==> src/hw/irrb_pkg.sv <==
// interrupt request register bank: shared constants and carrier types
// assumes one system clock and a plain special-register port on the cpu side

package irrb_pkg;

  // ---------------------------------------------------------------
  // register indices on the special-register port
  // ---------------------------------------------------------------
  localparam int         NUM_REGS = 8;
  localparam int         ADDR_W   = 3;
  localparam logic [2:0] IDX_EDGE = 3'h0;
  localparam logic [2:0] IDX_PRI0 = 3'h1;
  localparam logic [2:0] IDX_PRI1 = 3'h2;
  localparam logic [2:0] IDX_PRI2 = 3'h3;
  localparam logic [2:0] IDX_PRI3 = 3'h4;
  localparam logic [2:0] IDX_GRP0 = 3'h5;
  localparam logic [2:0] IDX_GRP1 = 3'h6;
  localparam logic [2:0] IDX_GRP2 = 3'h7;

  // ---------------------------------------------------------------
  // implemented bits and reset values
  // ---------------------------------------------------------------
  localparam logic [7:0] IMPL_MASK [0:NUM_REGS-1] = '{
    8'h0f, 8'h7f, 8'hff, 8'hff, 8'h33, 8'hff, 8'hff, 8'h33};
  localparam logic [7:0] RESET_VAL = 8'h00;

  // ---------------------------------------------------------------
  // field positions
  // ---------------------------------------------------------------
  localparam int         FLAG_LSB     = 4;
  localparam int         FIELD_W      = 4;
  localparam int         GIE_BIT      = 0;
  localparam int         PIN0_SEL_LSB = 0;
  localparam int         PIN1_SEL_LSB = 2;
  localparam logic [7:0] FLAG_MASK    = 8'hf0;

  // edge select codes
  localparam logic [1:0] EDGE_OFF  = 2'h0;
  localparam logic [1:0] EDGE_RISE = 2'h1;
  localparam logic [1:0] EDGE_FALL = 2'h2;
  localparam logic [1:0] EDGE_BOTH = 2'h3;

  // ---------------------------------------------------------------
  // primary sources, in priority order (index 0 highest)
  // ---------------------------------------------------------------
  localparam int NUM_SRC  = 13;
  localparam int VEC_W    = 4;
  localparam int V_PIN0   = 0;
  localparam int V_PIN1   = 1;
  localparam int V_ADC    = 2;
  localparam int V_GRP0   = 3;
  localparam int V_GRP1   = 4;
  localparam int V_GRP2   = 5;
  localparam int V_OVP    = 6;
  localparam int V_TB0    = 7;
  localparam int V_TB1    = 8;
  localparam int V_UART0  = 9;
  localparam int V_SIM    = 10;
  localparam int V_SPIA   = 11;
  localparam int V_UART1  = 12;
  // holding register, enable bit and flag bit of each source
  localparam logic [2:0] SRC_REG [0:NUM_SRC-1] = '{
    3'h1, 3'h1, 3'h1, 3'h2, 3'h2, 3'h2, 3'h2,
    3'h3, 3'h3, 3'h3, 3'h3, 3'h4, 3'h4};
  localparam logic [1:0] SRC_BIT [0:NUM_SRC-1] = '{
    2'h1, 2'h2, 2'h3, 2'h0, 2'h1, 2'h2, 2'h3,
    2'h0, 2'h1, 2'h2, 2'h3, 2'h0, 2'h1};
  // primary 0 flags sit three above their enables, the others four
  localparam logic [2:0] SRC_FLAG [0:NUM_SRC-1] = '{
    3'h4, 3'h5, 3'h6, 3'h4, 3'h5, 3'h6, 3'h7,
    3'h4, 3'h5, 3'h6, 3'h7, 3'h4, 3'h5};

  // ---------------------------------------------------------------
  // carriers
  // ---------------------------------------------------------------
  typedef struct packed {
    logic adc;
    logic ovp;
    logic tb0;
    logic tb1;
    logic uart0;
    logic sim;
    logic spia;
    logic uart1;
  } irrb_pri_evt_s;

  typedef struct packed {
    logic [3:0] grp2;
    logic [3:0] grp1;
    logic [3:0] grp0;
  } irrb_grp_evt_s;

endpackage

==> src/hw/irrb_top.sv <==
// interrupt request register bank: flags, enables, edge select, vector request
// assumes event pulses and cpu strobes on CLK; pins arrive asynchronous
//
// Overview of operation
// - only two external pins, 0 and 1; all other sources are internal.
// - four primary control registers, three grouped registers, one edge-select register.
// - each grouped register holds flags and enables sharing one group vector.
// - pin 1 edge code in bits 3:2: off, rising, falling, both.
// - pin 0 edge code in bits 1:0, same coding as pin 1.
// - edge-select bits 7:4 read zero; edge fields reset to zero.
// - primary register 0 bit 7 reads zero; other bits reset zero.
// - converter request flag sits at primary register 0 bit 6.
// - pin 1 and pin 0 flags at bits 5, 4, set on selected edge.
// - converter, pin 1, pin 0 enables at bits 3, 2, 1.
// - global enable at primary register 0 bit 0 gates every request.
// - primary register 1: over-voltage flag bit 7, group 2..0 flags bits 6..4.
// - primary register 1: over-voltage enable bit 3, group 2..0 enables 2..0.
// - primary register 2 flags: serial module, uart0, timebase1, timebase0 at 7..4.
// - primary register 2 enables: same sources at bits 3..0.
// - primary register 3: uart1, port A flags 5,4; enables 1,0; rest unused.
// - every flag and enable is software read/write, zero after reset.
// - set flag requests its vector only while its enable is one.
// - taking an interrupt clears global enable; flags still latch meanwhile.
// - no request is raised while the return stack is full.
// - a flag newly set wakes the device; an already set flag does not.

`timescale 1ns/1ps
`default_nettype none

module irrb_top #(
  parameter int SYNC_STAGES = 2
) (
  input  wire logic                   CLK,
  input  wire logic                   RST,
  input  wire logic                   CE,
  input  wire logic [2:0]             SFR_ADDR,
  input  wire logic                   SFR_WR,
  input  wire logic [7:0]             SFR_WDATA,
  output logic      [7:0]             SFR_RDATA,
  input  wire logic                   PIN0,
  input  wire logic                   PIN1,
  input  wire irrb_pkg::irrb_pri_evt_s PRI_EVT,
  input  wire irrb_pkg::irrb_grp_evt_s GRP_EVT,
  input  wire logic                   STACK_FULL,
  input  wire logic                   IRQ_ACK,
  output logic                        IRQ_REQ,
  output logic      [3:0]             IRQ_VEC,
  output logic                        WAKE
);

  // ---------------------------------------------------------------
  // elaboration checks
  // ---------------------------------------------------------------
  if (SYNC_STAGES < 2) begin : g_bad_sync
    $error("SYNC_STAGES must be at least 2");
  end
  if (irrb_pkg::NUM_SRC > (2 ** irrb_pkg::VEC_W)) begin : g_bad_vec
    $error("source count exceeds the vector width");
  end

  // ---------------------------------------------------------------
  // helpers
  // ---------------------------------------------------------------
  // edge coding
  function automatic logic edge_hit(input logic [1:0] sel,
                                    input logic       cur,
                                    input logic       prev);
    logic rise;
    logic fall;
    rise = cur & ~prev;
    fall = ~cur & prev;
    unique case (sel)
      irrb_pkg::EDGE_OFF:  edge_hit = 1'b0;
      irrb_pkg::EDGE_RISE: edge_hit = rise;
      irrb_pkg::EDGE_FALL: edge_hit = fall;
      irrb_pkg::EDGE_BOTH: edge_hit = rise | fall;
    endcase
  endfunction

  // lowest index wins
  function automatic logic [3:0] first_pending(
      input logic [irrb_pkg::NUM_SRC-1:0] p);
    logic [3:0] v;
    v = 4'h0;
    for (int i = irrb_pkg::NUM_SRC - 1; i >= 0; i--) begin
      if (p[i]) begin
        v = 4'(i);
      end
    end
    return v;
  endfunction

  // holding register of a source; codes past the last source land on
  // primary 0 bit 7, which is not implemented, so a stray ack clears no flag
  function automatic logic [2:0] hold_reg(input logic [3:0] s);
    logic [2:0] r;
    r = irrb_pkg::IDX_PRI0;
    if (s < 4'(irrb_pkg::NUM_SRC)) begin
      r = irrb_pkg::SRC_REG[s];
    end
    return r;
  endfunction

  // flag bit of a source inside its holding register
  function automatic logic [2:0] flag_pos(input logic [3:0] s);
    logic [2:0] f;
    f = 3'h7;
    if (s < 4'(irrb_pkg::NUM_SRC)) begin
      f = irrb_pkg::SRC_FLAG[s];
    end
    return f;
  endfunction

  // ---------------------------------------------------------------
  // storage
  // ---------------------------------------------------------------
  logic [7:0] ctl_reg  [0:irrb_pkg::NUM_REGS-1];
  logic [7:0] ctl_next [0:irrb_pkg::NUM_REGS-1];
  logic [7:0] set_vec  [0:irrb_pkg::NUM_REGS-1];
  logic [7:0] clr_vec  [0:irrb_pkg::NUM_REGS-1];

  logic [irrb_pkg::NUM_SRC-1:0] src_set;
  logic [irrb_pkg::NUM_SRC-1:0] pend;
  logic                         req_next;
  logic [3:0]                   vec_next;
  logic                         wake_next;
  logic [3:0]                   vec_reg;

  logic [1:0] pin_raw;
  logic [1:0] pin_now;
  logic [1:0] pin_prev;
  logic [1:0] pin_hit;

  assign pin_raw = {PIN1, PIN0};

  // ---------------------------------------------------------------
  // pin synchronisers and edge detect
  // ---------------------------------------------------------------
  // two external pins only
  for (genvar p = 0; p < 2; p++) begin : g_pin
    logic [SYNC_STAGES-1:0] sync_reg;

    // first stage feeds only the second stage
    always_ff @(posedge CLK or posedge RST) begin
      if (RST) begin
        sync_reg <= '0;
      end else if (CE) begin
        sync_reg <= {sync_reg[SYNC_STAGES-2:0], pin_raw[p]};
      end
    end

    assign pin_now[p] = sync_reg[SYNC_STAGES-1];

    always_ff @(posedge CLK or posedge RST) begin
      if (RST) begin
        pin_prev[p] <= 1'b0;
      end else if (CE) begin
        pin_prev[p] <= pin_now[p];
      end
    end
  end

  // no start-up edge
  // hits ignored until synchronisers and previous-level flop hold real
  // levels; a pin idling high would otherwise look like a rising edge
  logic [SYNC_STAGES:0] prime_reg;
  logic                 primed;

  always_ff @(posedge CLK or posedge RST) begin
    if (RST) begin
      prime_reg <= '0;
    end else if (CE) begin
      prime_reg <= {prime_reg[SYNC_STAGES-1:0], 1'b1};
    end
  end

  assign primed = prime_reg[SYNC_STAGES];

  assign pin_hit[0] = primed & edge_hit(
    ctl_reg[irrb_pkg::IDX_EDGE][irrb_pkg::PIN0_SEL_LSB +: 2],
    pin_now[0], pin_prev[0]);
  assign pin_hit[1] = primed & edge_hit(
    ctl_reg[irrb_pkg::IDX_EDGE][irrb_pkg::PIN1_SEL_LSB +: 2],
    pin_now[1], pin_prev[1]);

  // ---------------------------------------------------------------
  // source set pulses
  // ---------------------------------------------------------------
  always_comb begin
    src_set = '0;
    src_set[irrb_pkg::V_PIN0]  = pin_hit[0];
    src_set[irrb_pkg::V_PIN1]  = pin_hit[1];
    src_set[irrb_pkg::V_ADC]   = PRI_EVT.adc;
    src_set[irrb_pkg::V_GRP0]  =
      |(GRP_EVT.grp0 & ctl_reg[irrb_pkg::IDX_GRP0][irrb_pkg::FIELD_W-1:0]);
    src_set[irrb_pkg::V_GRP1]  =
      |(GRP_EVT.grp1 & ctl_reg[irrb_pkg::IDX_GRP1][irrb_pkg::FIELD_W-1:0]);
    src_set[irrb_pkg::V_GRP2]  =
      |(GRP_EVT.grp2 & ctl_reg[irrb_pkg::IDX_GRP2][irrb_pkg::FIELD_W-1:0]);
    src_set[irrb_pkg::V_OVP]   = PRI_EVT.ovp;
    src_set[irrb_pkg::V_TB0]   = PRI_EVT.tb0;
    src_set[irrb_pkg::V_TB1]   = PRI_EVT.tb1;
    src_set[irrb_pkg::V_UART0] = PRI_EVT.uart0;
    src_set[irrb_pkg::V_SIM]   = PRI_EVT.sim;
    src_set[irrb_pkg::V_SPIA]  = PRI_EVT.spia;
    src_set[irrb_pkg::V_UART1] = PRI_EVT.uart1;
  end

  // ---------------------------------------------------------------
  // set and clear maps
  // ---------------------------------------------------------------
  always_comb begin
    for (int r = 0; r < irrb_pkg::NUM_REGS; r++) begin
      set_vec[r] = 8'h00;
      clr_vec[r] = 8'h00;
    end
    for (int i = 0; i < irrb_pkg::NUM_SRC; i++) begin
      set_vec[hold_reg(4'(i))][flag_pos(4'(i))] = src_set[i];
    end
    // member flags latch regardless of enables
    set_vec[irrb_pkg::IDX_GRP0][irrb_pkg::FLAG_LSB +: irrb_pkg::FIELD_W] =
      GRP_EVT.grp0;
    set_vec[irrb_pkg::IDX_GRP1][irrb_pkg::FLAG_LSB +: irrb_pkg::FIELD_W] =
      GRP_EVT.grp1;
    set_vec[irrb_pkg::IDX_GRP2][irrb_pkg::FLAG_LSB +: irrb_pkg::FIELD_W] =
      GRP_EVT.grp2;
    // vectoring clears flag and global enable
    if (IRQ_ACK) begin
      clr_vec[hold_reg(vec_reg)][flag_pos(vec_reg)] = 1'b1;
      clr_vec[irrb_pkg::IDX_PRI0][irrb_pkg::GIE_BIT] = 1'b1;
    end
  end

  // ---------------------------------------------------------------
  // next register values
  // ---------------------------------------------------------------
  // write first, then clear, then set: a set in the same cycle wins
  always_comb begin
    for (int r = 0; r < irrb_pkg::NUM_REGS; r++) begin
      if (SFR_WR && (SFR_ADDR == 3'(r))) begin
        ctl_next[r] = SFR_WDATA;
      end else begin
        ctl_next[r] = ctl_reg[r];
      end
      ctl_next[r] = (ctl_next[r] & ~clr_vec[r]) | set_vec[r];
      // unimplemented bits of every register, such as bit 7 of primary register 0
      ctl_next[r] = ctl_next[r] & irrb_pkg::IMPL_MASK[r];
    end
  end

  always_ff @(posedge CLK or posedge RST) begin
    if (RST) begin
      for (int r = 0; r < irrb_pkg::NUM_REGS; r++) begin
        ctl_reg[r] <= irrb_pkg::RESET_VAL;
      end
    end else if (CE) begin
      for (int r = 0; r < irrb_pkg::NUM_REGS; r++) begin
        ctl_reg[r] <= ctl_next[r];
      end
    end
  end

  // ---------------------------------------------------------------
  // vector request
  // ---------------------------------------------------------------
  // computed from next values so an ack drops the request at once
  always_comb begin
    for (int i = 0; i < irrb_pkg::NUM_SRC; i++) begin
      pend[i] =
        ctl_next[hold_reg(4'(i))][flag_pos(4'(i))] &
        ctl_next[hold_reg(4'(i))][irrb_pkg::SRC_BIT[i]];
    end
    req_next = ctl_next[irrb_pkg::IDX_PRI0][irrb_pkg::GIE_BIT] &
               (|pend) & ~STACK_FULL;
    vec_next = first_pending(pend);
  end

  always_ff @(posedge CLK or posedge RST) begin
    if (RST) begin
      IRQ_REQ <= 1'b0;
      vec_reg <= 4'h0;
    end else if (CE) begin
      IRQ_REQ <= req_next;
      vec_reg <= vec_next;
    end
  end

  assign IRQ_VEC = vec_reg;

  // ---------------------------------------------------------------
  // wake-up
  // ---------------------------------------------------------------
  // only a fresh 0 to 1 flag
  always_comb begin
    wake_next = 1'b0;
    for (int r = 0; r < irrb_pkg::NUM_REGS; r++) begin
      wake_next = wake_next |
        (|(set_vec[r] & ~ctl_reg[r] & irrb_pkg::IMPL_MASK[r] &
           irrb_pkg::FLAG_MASK));
    end
  end

  always_ff @(posedge CLK or posedge RST) begin
    if (RST) begin
      WAKE <= 1'b0;
    end else if (CE) begin
      WAKE <= wake_next;
    end
  end

  // ---------------------------------------------------------------
  // read port
  // ---------------------------------------------------------------
  // one cycle of latency; reads have no side effects
  always_ff @(posedge CLK or posedge RST) begin
    if (RST) begin
      SFR_RDATA <= 8'h00;
    end else if (CE) begin
      SFR_RDATA <= ctl_reg[SFR_ADDR];
    end
  end

endmodule

`default_nettype wire

==> config.mk <==
export PLATFORM = sky130hd
export DESIGN_NAME = irrb_top
export DESIGN_NICKNAME = d
export VERILOG_FILES = /design/src/hw/irrb_pkg.sv /design/src/hw/irrb_top.sv
export SDC_FILE = /design/constraint.sdc
export NUM_CORES = 1
export LEC_CHECK = 0
export BUFFER_PORTS_ARGS = -buffer_cell sky130_fd_sc_hd__buf_2
export CAP_MARGIN = 15
export CORE_ASPECT_RATIO = 1.1
export CORE_MARGIN = 2
export CORE_UTILIZATION = 45
export CTS_BUF_LIST = sky130_fd_sc_hd__clkbuf_16
export DETAILED_ROUTE_END_ITERATION = 8
export PLACE_DENSITY = 0.75
export SLEW_MARGIN = 30
export SYNTH_ARGS = -nofsm -noshare
export SYNTH_HDL_FRONTEND = slang
export SYNTH_SLANG_ARGS = --single-unit
==> constraint.sdc <==
create_clock -name CLK -period 2.9 [get_ports CLK]
set_input_delay 0 -clock CLK [delete_from_list [all_inputs] [get_ports CLK]]
set_output_delay 0 -clock CLK [all_outputs]
set_load 0.01 [all_outputs]
==> results of run 1 <==
## critical path, cell delays in order, from the launching register on
cell and delay (ps):
sky130_fd_sc_hd__dfrtp_1 350, sky130_fd_sc_hd__inv_1 80, sky130_fd_sc_hd__ha_1 370, sky130_fd_sc_hd__or3b_1 430, sky130_fd_sc_hd__a221oi_1 360, sky130_fd_sc_hd__a21oi_1 140, sky130_fd_sc_hd__o21ai_0 260, sky130_fd_sc_hd__nand4bb_1 280
sky130_fd_sc_hd__nor4b_2 350, sky130_fd_sc_hd__o2bb2ai_1 80
## synth_stat cells (2+ instances only)
cell / count
sky130_fd_sc_hd__o21ai_1: 2
sky130_fd_sc_hd__o41ai_1: 3
sky130_fd_sc_hd__nor4b_1: 2
sky130_fd_sc_hd__mux4_2: 8
sky130_fd_sc_hd__buf_1: 4
sky130_fd_sc_hd__o21a_1: 4
sky130_fd_sc_hd__buf_4: 3
sky130_fd_sc_hd__a211oi_1: 2
sky130_fd_sc_hd__nor3_1: 5
sky130_fd_sc_hd__nand2_1: 30
sky130_fd_sc_hd__o32a_1: 3
sky130_fd_sc_hd__o22a_1: 4
sky130_fd_sc_hd__nand2b_1: 5
sky130_fd_sc_hd__or2_2: 3
sky130_fd_sc_hd__nand3b_1: 4
sky130_fd_sc_hd__a21o_1: 2
sky130_fd_sc_hd__nor4_1: 3
sky130_fd_sc_hd__ha_1: 9
sky130_fd_sc_hd__a22o_1: 4
sky130_fd_sc_hd__a32oi_1: 2
sky130_fd_sc_hd__a21oi_1: 28
sky130_fd_sc_hd__mux2_2: 44
sky130_fd_sc_hd__inv_1: 37
sky130_fd_sc_hd__a311oi_1: 3
sky130_fd_sc_hd__buf_2: 5
sky130_fd_sc_hd__nor4bb_1: 5
sky130_fd_sc_hd__nand4b_1: 2
sky130_fd_sc_hd__o21ai_0: 30
sky130_fd_sc_hd__o2111ai_1: 2
sky130_fd_sc_hd__a221oi_1: 6
sky130_fd_sc_hd__nor2b_1: 3
sky130_fd_sc_hd__nand3_1: 3
sky130_fd_sc_hd__o22ai_1: 8
sky130_fd_sc_hd__dfrtp_1: 74
sky130_fd_sc_hd__a22oi_1: 8
sky130_fd_sc_hd__a311o_1: 2
sky130_fd_sc_hd__mux2i_1: 29
sky130_fd_sc_hd__a31oi_1: 2
sky130_fd_sc_hd__nor2_1: 38
sky130_fd_sc_hd__clkbuf_1: 17
## power by group
group	leakage (nW)	total (W)	internal [W]	switching, W
Combinational	1.50	0.00159	0.000734	0.000859
Clock	0.149	0.00116	0.000683	0.000477
Sequential	0.833	0.00142	0.00122	0.000192
Total	2.48	0.00417	0.00264	0.00153
## cell families after synthesis
family          share of synthesized area
compound gates                     0.1910
xor+xnor                         0.001845
fa+ha+maj                         0.02582
buf+inv                           0.05902
flops                              0.3900
mux                                0.2034
simple gates                       0.1289
## through the flow
stage	power [W]	hold slack [ps]
finish	0.004168	23.96
floorplan	0.002427	109.6
global route	0.004389	38.20
CTS	0.004145	11.24
detailed placement	0.002943	66.89
global placement	0.002888	62.09
## layout make-up
class	instances	area, sq um	area share
Multi-Input combinational cell	338	2665	0.4646
Sequential cell	74	1853	0.3230
Timing Repair Buffer	89	588.1	0.1025
Clock buffer	9	225.2	0.03926
Tap cell	143	178.9	0.03119
Inverter	38	142.6	0.02486
Clock inverter	7	83.83	0.01461
## metal layers
layer  global-route usage  vias to the layer above  wire [um]
met5                    0                        -          0
met4              0.08622                        0        472
met3              0.04583                       39        983
met2               0.4224                      203       6784
met1               0.3477                     2055       5748
li1                     -                     1920          -
## cell usage in the layout (no fill, tap or decap), types with 9 or more instances in the layout
master and n:
sky130_fd_sc_hd__o21ai_0 30, sky130_fd_sc_hd__dlygate4sd3_1 18, sky130_fd_sc_hd__dfrtp_1 73, sky130_fd_sc_hd__a21oi_1 28, sky130_fd_sc_hd__mux2_2 44, sky130_fd_sc_hd__clkbuf_16 9
sky130_fd_sc_hd__nor2_1 38, sky130_fd_sc_hd__mux2i_1 29, sky130_fd_sc_hd__nand2_1 30, sky130_fd_sc_hd__buf_4 21, sky130_fd_sc_hd__inv_1 36, sky130_fd_sc_hd__buf_2 50
## timing repair
action	CTS	global route
hold endpoints to repair	38	0
pin swaps	0	1
setup endpoints to repair	1	4
cloned	0	0
gates resized for setup	3	5
hold buffers	18	0
## final timing paths
path	slack, ps	cells past startpoint	endpoint
max	80	9	IRQ_REQ
min	20	3	ctl_reg[14]
max reg2reg	80	9	IRQ_REQ
min reg2reg	470	1	prime_reg[0]
max in group asynchronous	1900	4	prime_reg[1]
min in group asynchronous	240	3	ctl_reg[9]
==> flow_summary.html, run 1 <==
<table>
<tr><th>Metric</th><th>Value</th></tr>
<tr><th colspan="2">Timing</th></tr>
<tr><td>Skew final</td><td>5.760 ps</td></tr>
<tr><td>Worst setup margin</td><td>78.02 ps</td></tr>
<tr><td>Setup-failing EPs final</td><td>0</td></tr>
<tr><td>Relative max-transition margin</td><td>0.5804</td></tr>
<tr><td>RSZ-0062 raised after global routing</td><td>true</td></tr>
<tr><td>Measured slew at the worst slew-check pin</td><td>627.6 ps</td></tr>
<tr><td>Fmax</td><td>0.3544 GHz</td></tr>
<tr><td>Number of hold violations in the final report</td><td>0</td></tr>
<tr><td>Final critical delay including setup and external delays</td><td>2822 ps</td></tr>
<tr><td>Final period utilization</td><td>0.9731</td></tr>
<tr><td>Max-slew violation count</td><td>0</td></tr>
<tr><td>Accumulated negative setup slack</td><td>0 ps</td></tr>
<tr><th colspan="2">Clocking</th></tr>
<tr><td>Clock transition at the registers of the reported paths</td><td>60 ps</td></tr>
<tr><td>Post-CTS setup buffers</td><td>0</td></tr>
<tr><td>Worst-Skew Late Latency</td><td>340 ps</td></tr>
<tr><td>Clock root buffer master</td><td>sky130_fd_sc_hd__clkbuf_16</td></tr>
<tr><td>TritonCTS clock tree</td><td>yes</td></tr>
<tr><td>Number of buffers on the longest clock path</td><td>2</td></tr>
<tr><td>H-tree depth</td><td>3</td></tr>
<tr><td>Number of buffers inserted during clock tree synthesis</td><td>9</td></tr>
<tr><td>Clock Sinks</td><td>74</td></tr>
<tr><th colspan="2">Finish</th></tr>
<tr><td>Filler-free cell count of the finished design</td><td>698</td></tr>
<tr><td>Flip-flop count of the largest register, all copies and words added</td><td>51</td></tr>
<tr><td>Fill cell count</td><td>927</td></tr>
<tr><td>Finished layout cell area</td><td>5737 sq um</td></tr>
<tr><td># diodes</td><td>0</td></tr>
<tr><td>Share of final-layout standard cells stronger than drive strength 1</td><td>0.2901</td></tr>
<tr><td>Util after Layout</td><td>0.5545</td></tr>
<tr><td>Post-layout net count</td><td>598</td></tr>
<tr><td>Syn-to-layout area delta</td><td>20.82%</td></tr>
<tr><th colspan="2">GRT</th></tr>
<tr><td>Number of global-route vias before repair</td><td>4133</td></tr>
<tr><td>Global-route wire length before repair</td><td>22560 um</td></tr>
<tr><td>GRT Resource Usage Total</td><td>0.2590</td></tr>
<tr><td>GR Overflow Total</td><td>0</td></tr>
<tr><td>Largest net degree at the start of global routing</td><td>31</td></tr>
<tr><td>Number of antenna violations at the first check in global routing</td><td>0</td></tr>
<tr><th colspan="2">Synthesis</th></tr>
<tr><td>Flop and latch count out of synthesis</td><td>74</td></tr>
<tr><td>Most used DFF post-synth</td><td>sky130_fd_sc_hd__dfrtp_1</td></tr>
<tr><td>Biggest area contributors in the synthesized netlist</td><td>sky130_fd_sc_hd__dfrtp_1 (39%), sky130_fd_sc_hd__mux2_2 (10%), sky130_fd_sc_hd__mux2i_1 (6.1%), sky130_fd_sc_hd__mux4_2 (3.8%), sky130_fd_sc_hd__o21ai_0 (3.2%)</td></tr>
<tr><td>Synth warnings</td><td>0</td></tr>
<tr><td>Cell Area, Synth</td><td>4748 sq um</td></tr>
<tr><td>Part of the Yosys area used for sequential elements</td><td>0.3900</td></tr>
<tr><td>Cell taking the most area after synthesis</td><td>sky130_fd_sc_hd__dfrtp_1</td></tr>
<tr><td>Portion of synthesized cell area occupied by the leading cell type</td><td>0.3900</td></tr>
<tr><td>Unique masters post-synth</td><td>72</td></tr>
<tr><td>Syn avg cell area</td><td>9.892 sq um</td></tr>
<tr><td>Post-synthesis cell count</td><td>480</td></tr>
<tr><td>Share of synthesized registers carrying an async set or reset</td><td>1.000</td></tr>
<tr><td>Number of enable flip-flop cells after synthesis</td><td>0</td></tr>
<tr><td>Post-Syn Nets</td><td>528</td></tr>
<tr><th colspan="2">Placement</th></tr>
<tr><td>Placed wire-length estimate after detailed placement</td><td>10430 um</td></tr>
<tr><td>Last weighted congestion value of the routability-driven placer</td><td>0.9541</td></tr>
<tr><td>PortBufs</td><td>50</td></tr>
<tr><td>Cell count after placement</td><td>664</td></tr>
<tr><td>Placed instance area</td><td>5210 sq um</td></tr>
<tr><td>Pre-CTS setup slack</td><td>-92.22 ps</td></tr>
<tr><th colspan="2">Worst hold path</th></tr>
<tr><td>Hold path startpoint</td><td>SFR_WDATA[6]</td></tr>
<tr><td>Type of the most critical hold path</td><td>input port to flop</td></tr>
<tr><th colspan="2">Die</th></tr>
<tr><td>Starting density of the core</td><td>0.4590</td></tr>
<tr><td>Die Y-Extent</td><td>111.7 um</td></tr>
<tr><td>Row count</td><td>39</td></tr>
<tr><td>X dimension of the die</td><td>101.9 um</td></tr>
<tr><td>Area of the placeable core</td><td>10340 sq um</td></tr>
<tr><td>Area of the die</td><td>11390 sq um</td></tr>
<tr><td>I/O Pins</td><td>53</td></tr>
<tr><th colspan="2">Critical path</th></tr>
<tr><td>Startpoint of the most critical setup path</td><td>IRQ_VEC[0]</td></tr>
<tr><td>Launch instance of the worst register-to-register path</td><td>IRQ_VEC[0]</td></tr>
<tr><td>Critical path capture point type</td><td>flop</td></tr>
<tr><td>CP arrival</td><td>3050 ps</td></tr>
<tr><td>Required time of the critical path</td><td>3120 ps</td></tr>
<tr><td>Crit Path Max Fanout</td><td>5</td></tr>
<tr><td>Worst Path Class, Setup</td><td>flop to flop</td></tr>
<tr><td>Startpoint types</td><td>flop</td></tr>
<tr><th colspan="2">Pwr</th></tr>
<tr><td>Power density over cell area</td><td>726.5 nW/um^2</td></tr>
<tr><td>Total leakage power</td><td>2.477 nW</td></tr>
<tr><td>VDD IR max</td><td>0.0003979 V</td></tr>
<tr><th colspan="2">Route</th></tr>
<tr><td>Residual DRC count</td><td>0</td></tr>
<tr><td>Number of DRC violations after detailed-routing iteration 0</td><td>536</td></tr>
<tr><td>Wire length reported by the detailed router</td><td>13990 um</td></tr>
<tr><td>1st-pass router iterations</td><td>5</td></tr>
<tr><td>Vias per cell</td><td>6.042</td></tr>
<tr><td>Antenna-violating nets left</td><td>0</td></tr>
<tr><td>Total number of vias</td><td>4217</td></tr>
<tr><td>Wire per inst</td><td>20.04 um</td></tr>
<tr><th colspan="2">Job</th></tr>
<tr><td>Number of max-cap violations</td><td>0</td></tr>
<tr><th colspan="2">Status</th></tr>
<tr><td>Result of the run</td><td>complete, no violations</td></tr>
</table>
(Power assumes the default switching activity.)
==> run 2: changes to the inputs <==
CORE_MARGIN = 3   (was 2)
CORE_UTILIZATION = 30   (was 45)
PLACE_DENSITY = 0.57   (was 0.75)
==> flow_summary.html, run 2 (synthesis gave the netlist of run 1 again) <==
<table>
<tr><th>Metric</th><th>Value</th></tr>
<tr><th colspan="2">Critical path</th></tr>
<tr><td>Required time of the critical path</td><td>3130 ps</td></tr>
<tr><td>Critical-path cell list</td><td>inv_1 -&gt; ha_4 -&gt; or3b_1 -&gt; a221oi_1 -&gt; a21oi_1 -&gt; o21ai_1 -&gt; nand4bb_1 -&gt; nor4b_2 -&gt; o2bb2ai_1</td></tr>
<tr><td>Critical path capture point type</td><td>flop</td></tr>
<tr><td>Internal reg-to-reg setup slack</td><td>140 ps</td></tr>
<tr><td>Endpoint of the lowest-slack register-to-register path</td><td>IRQ_REQ</td></tr>
<tr><td>CP max stage cell</td><td>sky130_fd_sc_hd__or3b_1</td></tr>
<tr><td>Worst-case reg-to-reg path depth</td><td>9</td></tr>
<tr><td>Startpoint of the most critical setup path</td><td>IRQ_VEC[0]</td></tr>
<tr><td>CP arrival</td><td>2990 ps</td></tr>
<tr><td>Number of buffers and inverters on the critical path</td><td>1</td></tr>
<tr><td>Cell family with the largest share of critical-path delay</td><td>simple AND/OR/NAND/NOR gates</td></tr>
<tr><td>Crit Path Max Fanout</td><td>4</td></tr>
<tr><td>Launch instance of the worst register-to-register path</td><td>IRQ_VEC[0]</td></tr>
<tr><td>Startpoint types</td><td>flop</td></tr>
<tr><td>Worst Path Class, Setup</td><td>flop to flop</td></tr>
<tr><td>Worst path max stage delay</td><td>400 ps</td></tr>
<tr><th colspan="2">Finish</th></tr>
<tr><td>Most frequent cells in the layout</td><td>sky130_fd_sc_hd__dfrtp_1 (74), sky130_fd_sc_hd__buf_2 (50), sky130_fd_sc_hd__mux2_2 (44)</td></tr>
<tr><td>Filler-free cell count of the finished design</td><td>751</td></tr>
<tr><td>Most frequent standard cell in the layout excluding fill and tap cells</td><td>sky130_fd_sc_hd__dfrtp_1</td></tr>
<tr><td>Post-layout net count</td><td>598</td></tr>
<tr><td>Syn-to-layout area delta</td><td>21.58%</td></tr>
<tr><td># diodes</td><td>0</td></tr>
<tr><td>Util after Layout</td><td>0.3776</td></tr>
<tr><td>Share of final-layout standard cells stronger than drive strength 1</td><td>0.2919</td></tr>
<tr><td>Flip-flop count of the largest register, all copies and words added</td><td>51</td></tr>
<tr><th colspan="2">Clocking</th></tr>
<tr><td>H-tree depth</td><td>3</td></tr>
<tr><td>TritonCTS clock tree</td><td>yes</td></tr>
<tr><td>Clock root buffer master</td><td>sky130_fd_sc_hd__clkbuf_16</td></tr>
<tr><td>Number of buffers inserted during clock tree synthesis</td><td>9</td></tr>
<tr><td>Post-CTS setup buffers</td><td>0</td></tr>
<tr><td>Clock Sinks</td><td>74</td></tr>
<tr><td>Clock transition at the registers of the reported paths</td><td>60 ps</td></tr>
<tr><td>Number of buffers on the longest clock path</td><td>2</td></tr>
<tr><td>Worst-Skew Late Latency</td><td>340 ps</td></tr>
<tr><th colspan="2">Route</th></tr>
<tr><td>Wire per inst</td><td>20.24 um</td></tr>
<tr><td>1st-pass router iterations</td><td>5</td></tr>
<tr><td>Wire length reported by the detailed router</td><td>15200 um</td></tr>
<tr><td>Antenna-violating nets left</td><td>0</td></tr>
<tr><td>Vias per cell</td><td>5.527</td></tr>
<tr><td>Total number of vias</td><td>4151</td></tr>
<tr><td>Residual DRC count</td><td>0</td></tr>
<tr><td>Number of DRC violations after detailed-routing iteration 0</td><td>282</td></tr>
<tr><th colspan="2">Worst hold path</th></tr>
<tr><td>End of the worst hold path</td><td>ctl_reg[38]</td></tr>
<tr><td>Hold path startpoint</td><td>PRI_EVT[3]</td></tr>
<tr><td>Worst hold stages</td><td>3</td></tr>
<tr><td>Type of the most critical hold path</td><td>input port to flop</td></tr>
<tr><th colspan="2">Die</th></tr>
<tr><td>Area of the die</td><td>17380 sq um</td></tr>
<tr><td>Die Y-Extent</td><td>138.0 um</td></tr>
<tr><td>Area of the placeable core</td><td>15290 sq um</td></tr>
<tr><td>Row count</td><td>47</td></tr>
<tr><td>X dimension of the die</td><td>126.0 um</td></tr>
<tr><td>Starting density of the core</td><td>0.3106</td></tr>
<tr><td>I/O Pins</td><td>53</td></tr>
<tr><th colspan="2">Pwr</th></tr>
<tr><td>Total Power Consumption</td><td>0.004119 W</td></tr>
<tr><td>Total leakage power</td><td>2.463 nW</td></tr>
<tr><td>VDD IR max</td><td>0.0002679 V</td></tr>
<tr><td>Power density over cell area</td><td>713.5 nW/um^2</td></tr>
<tr><th colspan="2">Timing</th></tr>
<tr><td>Accumulated negative setup slack</td><td>0 ps</td></tr>
<tr><td>Fmax</td><td>0.3620 GHz</td></tr>
<tr><td>Measured slew at the worst slew-check pin</td><td>691.1 ps</td></tr>
<tr><td>Final critical delay including setup and external delays</td><td>2762 ps</td></tr>
<tr><td>Worst Hold Margin</td><td>12.20 ps</td></tr>
<tr><td>Relative max-transition margin</td><td>0.5387</td></tr>
<tr><td>Max-slew violation count</td><td>0</td></tr>
<tr><td>Number of hold violations in the final report</td><td>0</td></tr>
<tr><td>Final period utilization</td><td>0.9525</td></tr>
<tr><td>Skew final</td><td>5.778 ps</td></tr>
<tr><td>Setup-failing EPs final</td><td>0</td></tr>
<tr><th colspan="2">GRT</th></tr>
<tr><td>GRT Resource Usage Total</td><td>0.1779</td></tr>
<tr><td>Number of antenna violations at the first check in global routing</td><td>0</td></tr>
<tr><td>Global-route wire length before repair</td><td>23810 um</td></tr>
<tr><td>Number of global-route vias before repair</td><td>4178</td></tr>
<tr><td>GR Overflow Total</td><td>0</td></tr>
<tr><td>Largest net degree at the start of global routing</td><td>51</td></tr>
<tr><th colspan="2">Status</th></tr>
<tr><td>Result of the run</td><td>complete, no violations</td></tr>
<tr><th colspan="2">Job</th></tr>
<tr><td>Number of max-cap violations</td><td>0</td></tr>
<tr><th colspan="2">Placement</th></tr>
<tr><td>Placed wire-length estimate after detailed placement</td><td>11540 um</td></tr>
<tr><td>PortBufs</td><td>50</td></tr>
<tr><td>Last weighted congestion value of the routability-driven placer</td><td>0.9258</td></tr>
<tr><td>Cell count after placement</td><td>719</td></tr>
</table>
-- run 2: layout make-up --
type / count / area, sq um
Fill cell: 1541 / 9517
Multi-Input combinational cell: 338 / 2669
Sequential cell: 74 / 1852
Timing Repair Buffer: 89 / 583.1
Tap cell: 196 / 245.2
Clock buffer: 9 / 225.2
Inverter: 38 / 143.9
Clock inverter: 7 / 55.05
-- run 2: how the worst max path moves through the flow --
stage / to / slack, ps / depth (start not counted)
2_1_floorplan: IRQ_VEC[2] / 150 / 9
3_3_place_gp: IRQ_REQ / 110 / 9
3_5_place_dp: IRQ_REQ / 70 / 9
4_1_cts: IRQ_REQ / 50 / 9
5_1_grt: IRQ_REQ / -30 / 9
6_report: IRQ_REQ / 140 / 9
-- run 2: stage by stage --
| step | setup slack (ps) | instance area (sq um) |
|---|---|---|
| after CTS | 48.68 | 5733 |
| after detailed placement | 70.12 | 5293 |
| final | 137.9 | 5773 |
| after floorplan | 147.5 | 4748 |
| after global placement | 106.3 | 5293 |
| after global routing | -25.22 | 5773 |
-- run 2: power breakdown --
| group | leakage [nW] | internal (W) | switching, W |
|---|---|---|---|
| Clock | 0.132 | 0.000585 | 0.000471 |
| Combinational | 1.50 | 0.000763 | 0.000887 |
| Sequential | 0.834 | 0.00122 | 0.000191 |
-- run 2: what timing repair did --
action,4_1_cts,5_1_grt
hold buffers,16,0
resized for setup,0,8
setup endpoints to repair,0,3
hold endpoints to repair,51,0
-- run 2: per-layer routing --
layer  wire (um)  GRT usage
met5           0          0
met4         508    0.08045
met3         716    0.03159
met1        6823     0.2373
met2        7152     0.2839
-- run 2: tightest hold or removal path, stage by stage --
cell	delay [ps]
sky130_fd_sc_hd__buf_2	130
sky130_fd_sc_hd__nor2_1	100
sky130_fd_sc_hd__a21oi_1	80
